===== config.mk =====
export PLATFORM = sky130hd
export DESIGN_NAME = bbsc_ctrl
export DESIGN_NICKNAME = d
export VERILOG_FILES = /design/src/common/bbsc_pkg.sv /design/src/bbsc_sync.sv /design/src/bbsc_ctrl.sv
export SDC_FILE = /design/constraint.sdc
export NUM_CORES = 1
export LEC_CHECK = 0
export ABC_AREA = 1
export BUFFER_PORTS_ARGS = -buffer_cell sky130_fd_sc_hd__buf_2
export CAP_MARGIN = 30
export CORE_ASPECT_RATIO = 0.5
export CORE_MARGIN = 3
export CORE_UTILIZATION = 57
export DETAILED_ROUTE_END_ITERATION = 12
export PLACE_DENSITY = 0.9
export SLEW_MARGIN = 20
export SYNTH_ARGS = -nofsm -noshare
export SYNTH_HDL_FRONTEND = slang
export SYNTH_SLANG_ARGS = --single-unit

===== constraint.sdc =====
create_clock -name sys_clk -period 2.02 [get_ports sys_clk]
set_input_delay 0.404 -clock sys_clk [delete_from_list [all_inputs] [get_ports sys_clk]]
set_output_delay 0.404 -clock sys_clk [all_outputs]
set_load 0.02 [all_outputs]

===== src/common/bbsc_pkg.sv =====
`default_nettype none
package bbsc_pkg;
    localparam int ADDR_W = 19;
    localparam int DATA_W = 8;
    localparam int CFG_W  = 4;
    localparam int LOW_HI = 7;
    localparam int HIGH_LO = 8;
    localparam int HIGH_HI = 15;
    localparam int TOP_LO = 16;
    localparam int TOP_HI = 18;
    localparam int CFG_RD_SIGN = 3;
    localparam int CFG_RD_MAG  = 2;
    localparam int CFG_WR_SIGN = 1;
    localparam int CFG_WR_MAG  = 0;
    localparam logic [1:0] CMD_WRITE          = 2'h0;
    localparam logic [1:0] CMD_READ           = 2'h1;
    localparam logic [1:0] CMD_LOAD_ADDR_LOW  = 2'h2;
    localparam logic [1:0] CMD_LOAD_ADDR_HIGH = 2'h3;
    localparam logic [3:0] CFG_RESET = 4'h0;
    localparam logic [18:0] ADDR_RESET = 19'h0;
endpackage
`default_nettype wire


===== src/bbsc_sync.sv =====
`timescale 1ns/10ps
`default_nettype none
module bbsc_sync #(
    parameter int W = 1
) (
    input  wire logic         sys_clk,
    input  wire logic         resetn,
    input  wire logic         ce,
    input  wire logic [W-1:0] async_in,
    output logic      [W-1:0] sync_out
);
    typedef struct packed {
        logic [W-1:0] s1;
        logic [W-1:0] s2;
    } bbsc_sync_type;
    bbsc_sync_type st_q;
    bbsc_sync_type st_d;

    always_comb begin
        st_d = st_q;
        if (ce) begin
            st_d.s1 = async_in;
            st_d.s2 = st_q.s1;
        end
    end

    always_ff @(posedge sys_clk) begin
        if (!resetn) begin
            st_q <= '0;
        end else begin
            st_q <= st_d;
        end
    end

    assign sync_out = st_q.s2;
endmodule
`default_nettype wire


===== src/bbsc_ctrl.sv =====
`timescale 1ns/10ps
`default_nettype none
// How it works
// - After reset, wait for configuration byte
// - First write strobe stores configuration, enter operating
// - Configuration accepted only with command 00
// - Operating: write, read, load low, load high
// - Codes: 00 write, 01 read, 10/11 loads
// - Only low data nibble becomes configuration
// - Stored configuration shown on indicator outputs
// - Leaving configuration clears address counter
// - Every reset forces configuration wait again
// - Configuration selects post-access address adjust
// - Bits: read sign/mag, write sign/mag
// - Address counter wraps at 19 bits
// - Load low replaces bits 7..0 only
// - Load high sets 15..8, clears 18..16
module bbsc_ctrl #(
    parameter int AW = bbsc_pkg::ADDR_W
) (
    input  wire logic                         sys_clk,
    input  wire logic                         resetn,
    input  wire logic                         ce,
    input  wire logic                         strobe_clk,
    input  wire logic                         cmd_line_hi,
    input  wire logic                         cmd_line_lo,
    input  wire logic [bbsc_pkg::DATA_W-1:0]  byte_bus_in,
    output logic      [bbsc_pkg::DATA_W-1:0]  byte_bus_out,
    output logic                              byte_bus_oe,
    output logic      [bbsc_pkg::CFG_W-1:0]   cfg_bits,
    output logic                              running,
    output logic      [AW-1:0]                mem_addr,
    output logic      [bbsc_pkg::DATA_W-1:0]  mem_wdata,
    output logic                              mem_we,
    output logic                              mem_oe_n,
    input  wire logic [bbsc_pkg::DATA_W-1:0]  mem_rdata
);
    typedef enum logic [1:0] {
        ST_CONFIG,
        ST_RUN,
        ST_ACCESS
    } bbsc_state_type;

    typedef struct packed {
        bbsc_state_type                  state;
        logic                            strobe_prev;
        logic [1:0]                      cmd;
        logic [bbsc_pkg::CFG_W-1:0]      cfg;
        logic [AW-1:0]                   addr;
        logic [bbsc_pkg::DATA_W-1:0]     dout;
        logic                            oe;
        logic                            we;
        logic                            rd_n;
        logic                            run;
    } bbsc_ctrl_type;

    bbsc_ctrl_type st_q;
    bbsc_ctrl_type st_d;

    logic [bbsc_pkg::DATA_W+2:0] sync_in;
    logic [bbsc_pkg::DATA_W+2:0] sync_out;
    logic                        strobe_s;
    logic [1:0]                  cmd_s;
    logic [bbsc_pkg::DATA_W-1:0] data_s;
    logic                        rise;

    ////////////////////////////////////////////////////////////////////////////
    // Strobe, command and data pins pass the same two flops; a strobe edge is seen in the same cycle as the data
    assign sync_in = {strobe_clk, cmd_line_hi, cmd_line_lo, byte_bus_in};

    bbsc_sync #(
        .W (bbsc_pkg::DATA_W + 3)
    ) u_sync (
        .sys_clk  (sys_clk),
        .resetn   (resetn),
        .ce       (ce),
        .async_in (sync_in),
        .sync_out (sync_out)
    );

    assign strobe_s = sync_out[bbsc_pkg::DATA_W+2];
    assign cmd_s    = sync_out[bbsc_pkg::DATA_W+1:bbsc_pkg::DATA_W];
    assign data_s   = sync_out[bbsc_pkg::DATA_W-1:0];
    assign rise     = strobe_s && !st_q.strobe_prev;

    // Step of one up, one down or nothing, wrapping at the counter width
    function automatic logic [AW-1:0] adjust(input logic [AW-1:0] a, input logic sign,
                                             input logic mag);
        logic [AW-1:0] r;
        r = a;
        if (mag) begin
            r = sign ? AW'(a + AW'(1)) : AW'(a - AW'(1));
        end
        return r;
    endfunction

    ////////////////////////////////////////////////////////////////////////////
    always_comb begin
        st_d = st_q;
        if (ce) begin
            st_d.strobe_prev = strobe_s;
            st_d.we = 1'b0;
            st_d.rd_n = 1'b1;
            case (st_q.state)
                ST_CONFIG: begin
                    st_d.oe = 1'b0;
                    if (rise && cmd_s == bbsc_pkg::CMD_WRITE) begin
                        st_d.cfg   = data_s[bbsc_pkg::CFG_W-1:0];
                        st_d.addr  = bbsc_pkg::ADDR_RESET;
                        st_d.run   = 1'b1;
                        st_d.state = ST_RUN;
                    end
                end
                ST_RUN: begin
                    if (rise) begin
                        st_d.cmd = cmd_s;
                        st_d.oe  = 1'b0;
                        case (cmd_s)
                            bbsc_pkg::CMD_WRITE: begin
                                st_d.dout  = data_s;
                                st_d.we    = 1'b1;
                                st_d.state = ST_ACCESS;
                            end
                            bbsc_pkg::CMD_READ: begin
                                st_d.rd_n  = 1'b0;
                                st_d.state = ST_ACCESS;
                            end
                            bbsc_pkg::CMD_LOAD_ADDR_LOW: begin
                                st_d.addr[bbsc_pkg::LOW_HI:0] = data_s;
                            end
                            default: begin
                                st_d.addr[bbsc_pkg::HIGH_HI:bbsc_pkg::HIGH_LO] = data_s;
                                st_d.addr[bbsc_pkg::TOP_HI:bbsc_pkg::TOP_LO] = '0;
                            end
                        endcase
                    end
                end
                ST_ACCESS: begin
                    // Access completes this cycle; the pointer moves only afterwards
                    if (st_q.cmd == bbsc_pkg::CMD_READ) begin
                        st_d.dout = mem_rdata;
                        st_d.oe   = 1'b1;
                        st_d.addr = adjust(st_q.addr, st_q.cfg[bbsc_pkg::CFG_RD_SIGN],
                                           st_q.cfg[bbsc_pkg::CFG_RD_MAG]);
                    end else begin
                        st_d.addr = adjust(st_q.addr, st_q.cfg[bbsc_pkg::CFG_WR_SIGN],
                                           st_q.cfg[bbsc_pkg::CFG_WR_MAG]);
                    end
                    st_d.state = ST_RUN;
                end
                default: begin
                    st_d.state = ST_CONFIG;
                    st_d.run   = 1'b0;
                end
            endcase
        end
    end

    always_ff @(posedge sys_clk) begin
        if (!resetn) begin
            st_q.state       <= ST_CONFIG;
            st_q.strobe_prev <= 1'b0;
            st_q.cmd         <= bbsc_pkg::CMD_WRITE;
            st_q.cfg         <= bbsc_pkg::CFG_RESET;
            st_q.addr        <= bbsc_pkg::ADDR_RESET;
            st_q.dout        <= '0;
            st_q.oe          <= 1'b0;
            st_q.we          <= 1'b0;
            st_q.rd_n        <= 1'b1;
            st_q.run         <= 1'b0;
        end else begin
            st_q <= st_d;
        end
    end

    ////////////////////////////////////////////////////////////////////////////
    // Read data stays driven until the next strobe so a slow host can sample it
    assign byte_bus_out = st_q.dout;
    assign byte_bus_oe  = st_q.oe;
    // Configuration holds its reset value until accepted, so no mux is needed
    assign cfg_bits     = st_q.cfg;
    assign running      = st_q.run;
    assign mem_addr     = st_q.addr;
    assign mem_wdata    = st_q.dout;
    assign mem_we       = st_q.we;
    assign mem_oe_n     = st_q.rd_n;
endmodule
`default_nettype wire


After elaboration in Yosys (flattened, before gate mapping)
Cells that the tools add are included.
{"block": "word_totals", "regBits": 62, "inputBits": 22, "output_inout_bits": 43, "wordCells": 71}
{"block": "op_classes", "n_addsub": 2, "n_eq_ne": 14, "muxes": 23, "bitwise": 1, "reduce_logical": 18}
{"op": "two-way mux 19 bit", "count": 6}
{"op": "one-hot mux 19 bit (3 select lines)", "count": 1}
{"op": "two-way mux 30 bit", "count": 1}
{"op": "adder 19 x 1 -> 19 bit (second input constant)", "count": 1}
{"op": "subtractor 19 x 1 -> 19 bit (second input constant)", "count": 1}
{"op": "two-way mux 8 bit", "count": 2}
{"op": "one-hot mux 8 bit (2 select lines)", "count": 1}
{"op": "AND reduction 7 bit", "count": 2}
{"op": "inequality test 2 bit (second input constant)", "count": 6}
{"op": "two-way mux 11 bit", "count": 1}
{"op": "two-way mux 9 bit", "count": 1}
{"op": "AND reduction 3 bit", "count": 3}
{"op": "two-way mux 2 bit", "count": 4}
{"op": "AND reduction 4 bit", "count": 2}
{"op": "== test 2 x 1 -> 1 bit (second input constant)", "count": 3}
{"op": "inequality test 3 bit (second input constant)", "count": 2}
{"op": "one-hot mux 2 bit (3 select lines)", "count": 1}
{"op": "AND reduction 5 bit", "count": 1}
{"op": "== test 2 bit (second input constant)", "count": 2}
{"op": "zero test 2 bit", "count": 2}
{"op": "OR reduction 2 bit", "count": 2}
{"op": "two-way mux 1 bit", "count": 3}
{"op": "one-hot mux 1 bit (3 select lines)", "count": 1}
{"op": "nonzero test 3 bit", "count": 1}
{"op": "7 further kinds", "count": 8}

Depth between registers and ports, before layout
{"block": "logic_depth", "depth_word": 5, "ltp_mapped": 14, "ltp_nobuf": 14}

Modules after synthesis
A second synthesis with hierarchy kept.
{"block": "unflattened", "hier_cells": 643, "hier_area_um2": 4135.2}
{"module": "bbsc_ctrl", "n_inst": 1, "cells_each": 493, "area_each_um2": 3133.0, "seq_area_each_um2": 800.8}
{"module": "bbsc_sync", "n_inst": 1, "cells_each": 150, "area_each_um2": 1002.2, "seq_area_each_um2": 440.4}

Worst setup path after synthesis
No wires, ideal clock.
{"block": "synth_timing", "path_kind": "register -> register", "start": "reg st_q[38] in the netlist's numbering", "end": "reg st_q, in the netlist byte_bus_out[0]", "setup_time_ns": 0.116, "arrival_time_ns": 1.589, "t_required_ns": 1.904, "setup_slack_ns": 0.315, "path_stages_with_launch": 8, "path_buffers": 0, "synth_period_minus_slack_ns": 1.705, "cell_sequence": "dfxtp_1 inv_1 ha_1 inv_1 nor4_4 inv_1 nor2_1 nor2_1"}
{"block": "synth_via", "elab_chain_cells": 3, "word_cells_on_any_way": 8, "classes_between": "eq/ne (5); mux (1); reduce/logical (2)"}
{"item": "from (decl)", "line_no": "bbsc_ctrl.sv:57", "text": "bbsc_ctrl_type st_q;"}
{"item": "from (signal assigned)", "line_no": "bbsc_ctrl.sv:172", "text": "st_q <= st_d;"}
{"item": "== test 2 bit or == test 2 x 1 -> 1 bit (tied branches)", "line_no": "bbsc_ctrl.sv:104", "text": "case (st_q.state)"}
{"item": "inequality test 2 bit (no line) or nonzero test 2 bit (tied branches)"}
{"item": "AND reduction 5 bit (no line)"}
Several ways; a longest one is shown, not always the timed one.
A chain may end at the register's enable or synchronous reset.

Worst setup path after layout
{"block": "layout_timing", "start": "reg st_q[38] in the netlist's numbering", "end": "reg st_q, in the netlist mem_addr[13]"}
{"block": "layout_via", "elab_chain_cells": 3, "word_cells_on_any_way": 11, "classes_between": "eq/ne (7); mux (1); reduce/logical (3)"}
{"item": "== test 2 bit, or another cell as far along", "line_no": "bbsc_ctrl.sv:104"}
{"item": "inequality test 3 bit (no line), or another cell as far along"}
{"item": "AND reduction 7 bit (no line)"}
Several ways; a longest one is shown, not always the timed one.

==> flow_summary_export.csv <==
group,metric,value,unit
floorplanning,core,6380,µm²
clock_tree,clkSinkCount,62,
logic_synthesis,syn-instance-count,615,
route,drt_iter0_drc,500,
timing,tns,0,ps
timing,fmaxAchievable,541,MHz
global_routing,grt_max_degree,29,
power,pwr-share-clk,42.0,%
power,swShare,30.2,%
critical_path,critPathCaptureType,"register",
route,dr.pass1.iters,5,
floorplanning,die_h,64.8,µm
worst_hold_path,hp-start,"cmd_line_lo",
placement,place.gp.congestion,0.948,
power,comb_power_share,20.3,%
logic_synthesis,syn-num-nets,643,
final_layout,regArea,1240,µm²
route,via_per_inst,5.57,
timing,tightestPinTransition,565,ps
power,p_seq_share,37.6,%
placement,dp_hpwl,7220,µm
logic_synthesis,ys_seq_area_share,31.5,%
worst_hold_path,hp-class,"input pin to register",
power,p_int,2520,µW
critical_path,crit_fanout,5,
final_layout,utilization,69.4,%
outcome,status,"completed",
final_layout,finalNetCount,675,
clock_tree,clkTransAtPathRegs,50,ps
power,power_density,814,nW/µm²
timing,min_period,1850,ps
floorplanning,die_w,124,µm
worst_hold_path,whs_path_depth,3,
final_layout,syn_to_final_growth,12.4,%
logic_synthesis,async_reset_ff_share,0,%
critical_path,path_class,"register to register",
floorplanning,die-area,8010,µm²
global_routing,grt.total_usage,26.6,%
critical_path,cp-start-kind,"register",
final_layout,layout_common_cells,"132 x nand2_1, 100 x nor2_1, 64 x buf_2",
route,routed_wl,10300,µm
timing,grt_setup_unrepaired,"yes",
critical_path,crit_required,2300,ps
clock_tree,cts_buffer_depth,2,
job,max-cap-violations,0,
timing,final_hold_viol_count,0,
global_routing,grt_pass1_wl,16800,µm
timing,timing.hold.ws,291,ps
clock_tree,ctsRootBufferMaster,"clkbuf_16",
route,wl_per_cell,14.0,µm
logic_synthesis,synth_edf_count,0,
clock_tree,hold_buffers,0,
timing,finalCritPeriodShare,91.5,%
logic_synthesis,yosys_warnings,0,
logic_synthesis,ys_ff_latch,62,
worst_hold_path,hold_path_end,"u_sync.st_q[19]",
global_routing,grt_remaining_overflow,0,
critical_path,worstPathArrival,2120,ps
final_layout,n_antenna_cell,0,
clock_tree,worstSkewPairLatency,340,ps
logic_synthesis,synth_ff_type,"dfxtp_1",
placement,port_buffers,64,
floorplanning,pin_count,65,
global_routing,grt_pass1_vias,3583,
route,drc,0,
power,vdd_drop_max,0.485,mV
final_layout,multiInputGateArea,2120,µm²
logic_synthesis,syn_area_per_cell,6.41,µm²
timing,finalClockSkew,4.25,ps
placement,place_ws,33.0,ps
timing,drv_slew,0,
floorplanning,rows,20,
route,final_antenna_net_count,0,
final_layout,drive_above_1_share,19.5,%
logic_synthesis,synth_area,3940,µm²
final_layout,fillers,553,
critical_path,r2r_slack,170,ps
critical_path,reg2reg_from,"st_q[38]",
route,vias,4113,
timing,final-setup-viol-count,0,
timing,slew_headroom,62.2,%
floorplanning,initial_core_util,61.7,%
power,leakage,0.00212,µW
final_layout,final_common_cell,"nand2_1",
clock_tree,cts_tree,"yes",
power,switchingPower,1090,µW
logic_synthesis,synth_cell_types,37,
critical_path,reg2regPathDepth,13,
global_routing,antenna_found_initial,0,
clock_tree,htree_levels,3,
clock_tree,cts_buffers,9,
critical_path,timing.rr.end,"mem_addr[13]",
timing,setup_ws,172,ps
-- worst max-delay path by stage --
| stage | startpoint | end | slack, ps | depth (start not counted) |
|---|---|---|---|---|
| floorplan | st_q[38] | byte_bus_out[0] | 320 | 7 |
| finish | st_q[38] | mem_addr[13] | 170 | 13 |
| global route | st_q[36] | mem_addr[11] | -40 | 8 |
| detailed placement | st_q[36] | mem_addr[11] | 30 | 8 |
| CTS | st_q[36] | mem_addr[11] | 30 | 8 |
| global placement | st_q[36] | mem_addr[11] | 110 | 8 |
-- worst max-delay path, stage by stage, from the launching register on --
cell,delay (ps)
dfxtp_1,360
inv_1,90
ha_2,250
clkinv_4,80
nor2_2,30
nand2_1,80
nand2_2,90
nor2_4,170
nand3_4,140
nor2_8,180
nand2_1,70
nor2_1,110
nor2_1,50
nor2_1,80
-- flip-flops by register name, summed over array words and instances (netlist names) --
| name | cells |
|---|---|
| byte_bus_oe | 1 |
| byte_bus_out | 8 |
| mem_we | 1 |
| u_sync.sync_out | 11 |
| cfg_bits | 4 |
| u_sync.st_q | 11 |
| st_q | 5 |
| running | 1 |
| mem_addr | 19 |
| mem_oe_n | 1 |
-- cells in the mapped netlist, types with 2 or more instances --
cell type / n / share of area (%)
inv_1: 45 / 4.3
nor2_2: 3 / 0.48
nor3_1: 6 / 0.76
nand2_2: 4 / 0.64
dfxtp_1: 62 / 32
o21ai_2: 2 / 0.44
buf_1: 2 / 0.19
o21ai_0: 56 / 7.1
inv_2: 5 / 0.48
buf_4: 42 / 8.0
o21ai_1: 2 / 0.25
xnor2_1: 2 / 0.44
nand4_1: 8 / 1.3
nor2_1: 102 / 9.7
o211ai_1: 2 / 0.38
nand3_1: 58 / 7.4
clkbuf_1: 14 / 1.3
nand2_1: 132 / 13
nor2_4: 4 / 1.1
buf_2: 2 / 0.25
o22ai_1: 4 / 0.64
nand3b_1: 2 / 0.38
ha_1: 6 / 1.9
a21oi_1: 37 / 4.7
-- layout make-up --
class	count	area share [%]
Inverter	52	4.55
Clock inverter	4	1.07
Sequential cell	62	28.0
Clock buffer	11	5.48
Multi-Input combinational cell	440	47.8
Timing Repair Buffer	82	10.6
Tap cell	88	2.49
-- stage by stage --
stage / power, µW / cells / cell area (µm²)
global route: 3790 / 739 / 4430
global placement: 2070 / 719 / 4070
detailed placement: 2090 / 719 / 4070
floorplan: 1960 / 615 / 3940
CTS: 3610 / 734 / 4360
finish: 3610 / 739 / 4430
-- layer usage --
metal	up-vias	GRT usage, %	share of wire [%]
li1	2016	-	-
met1	1850	35.9	43
met2	225	40.0	45
met3	22	7.41	10
met4	0	10.3	1.8
met5	-	0	0
-- power groups by stage --
stage	Combinational (µW)	Sequential, µW	Clock [µW]
floorplan	592	1370	0
global placement	698	1380	0
detailed placement	710	1380	0
CTS	717	1350	1540
global route	812	1360	1610
finish	734	1360	1520
-- kinds of logic after synthesis --
| logic type | Yosys count | share of synthesized area [%] |
|---|---|---|
| flops | 62 | 31.5 |
| fa+ha+maj | 6 | 1.91 |
| xor+xnor | 3 | 0.667 |
| compound gates | 106 | 14.2 |
| buf+inv | 113 | 15.2 |
| simple gates | 325 | 36.6 |
-- timing repair --
action / in CTS / in global routing
gates resized for setup: 0 / 5
setup buffers: 0 / 5
endpoints found under the setup margin: 0 / 16
No activity file was read; power rests on OpenSTA's default activity.
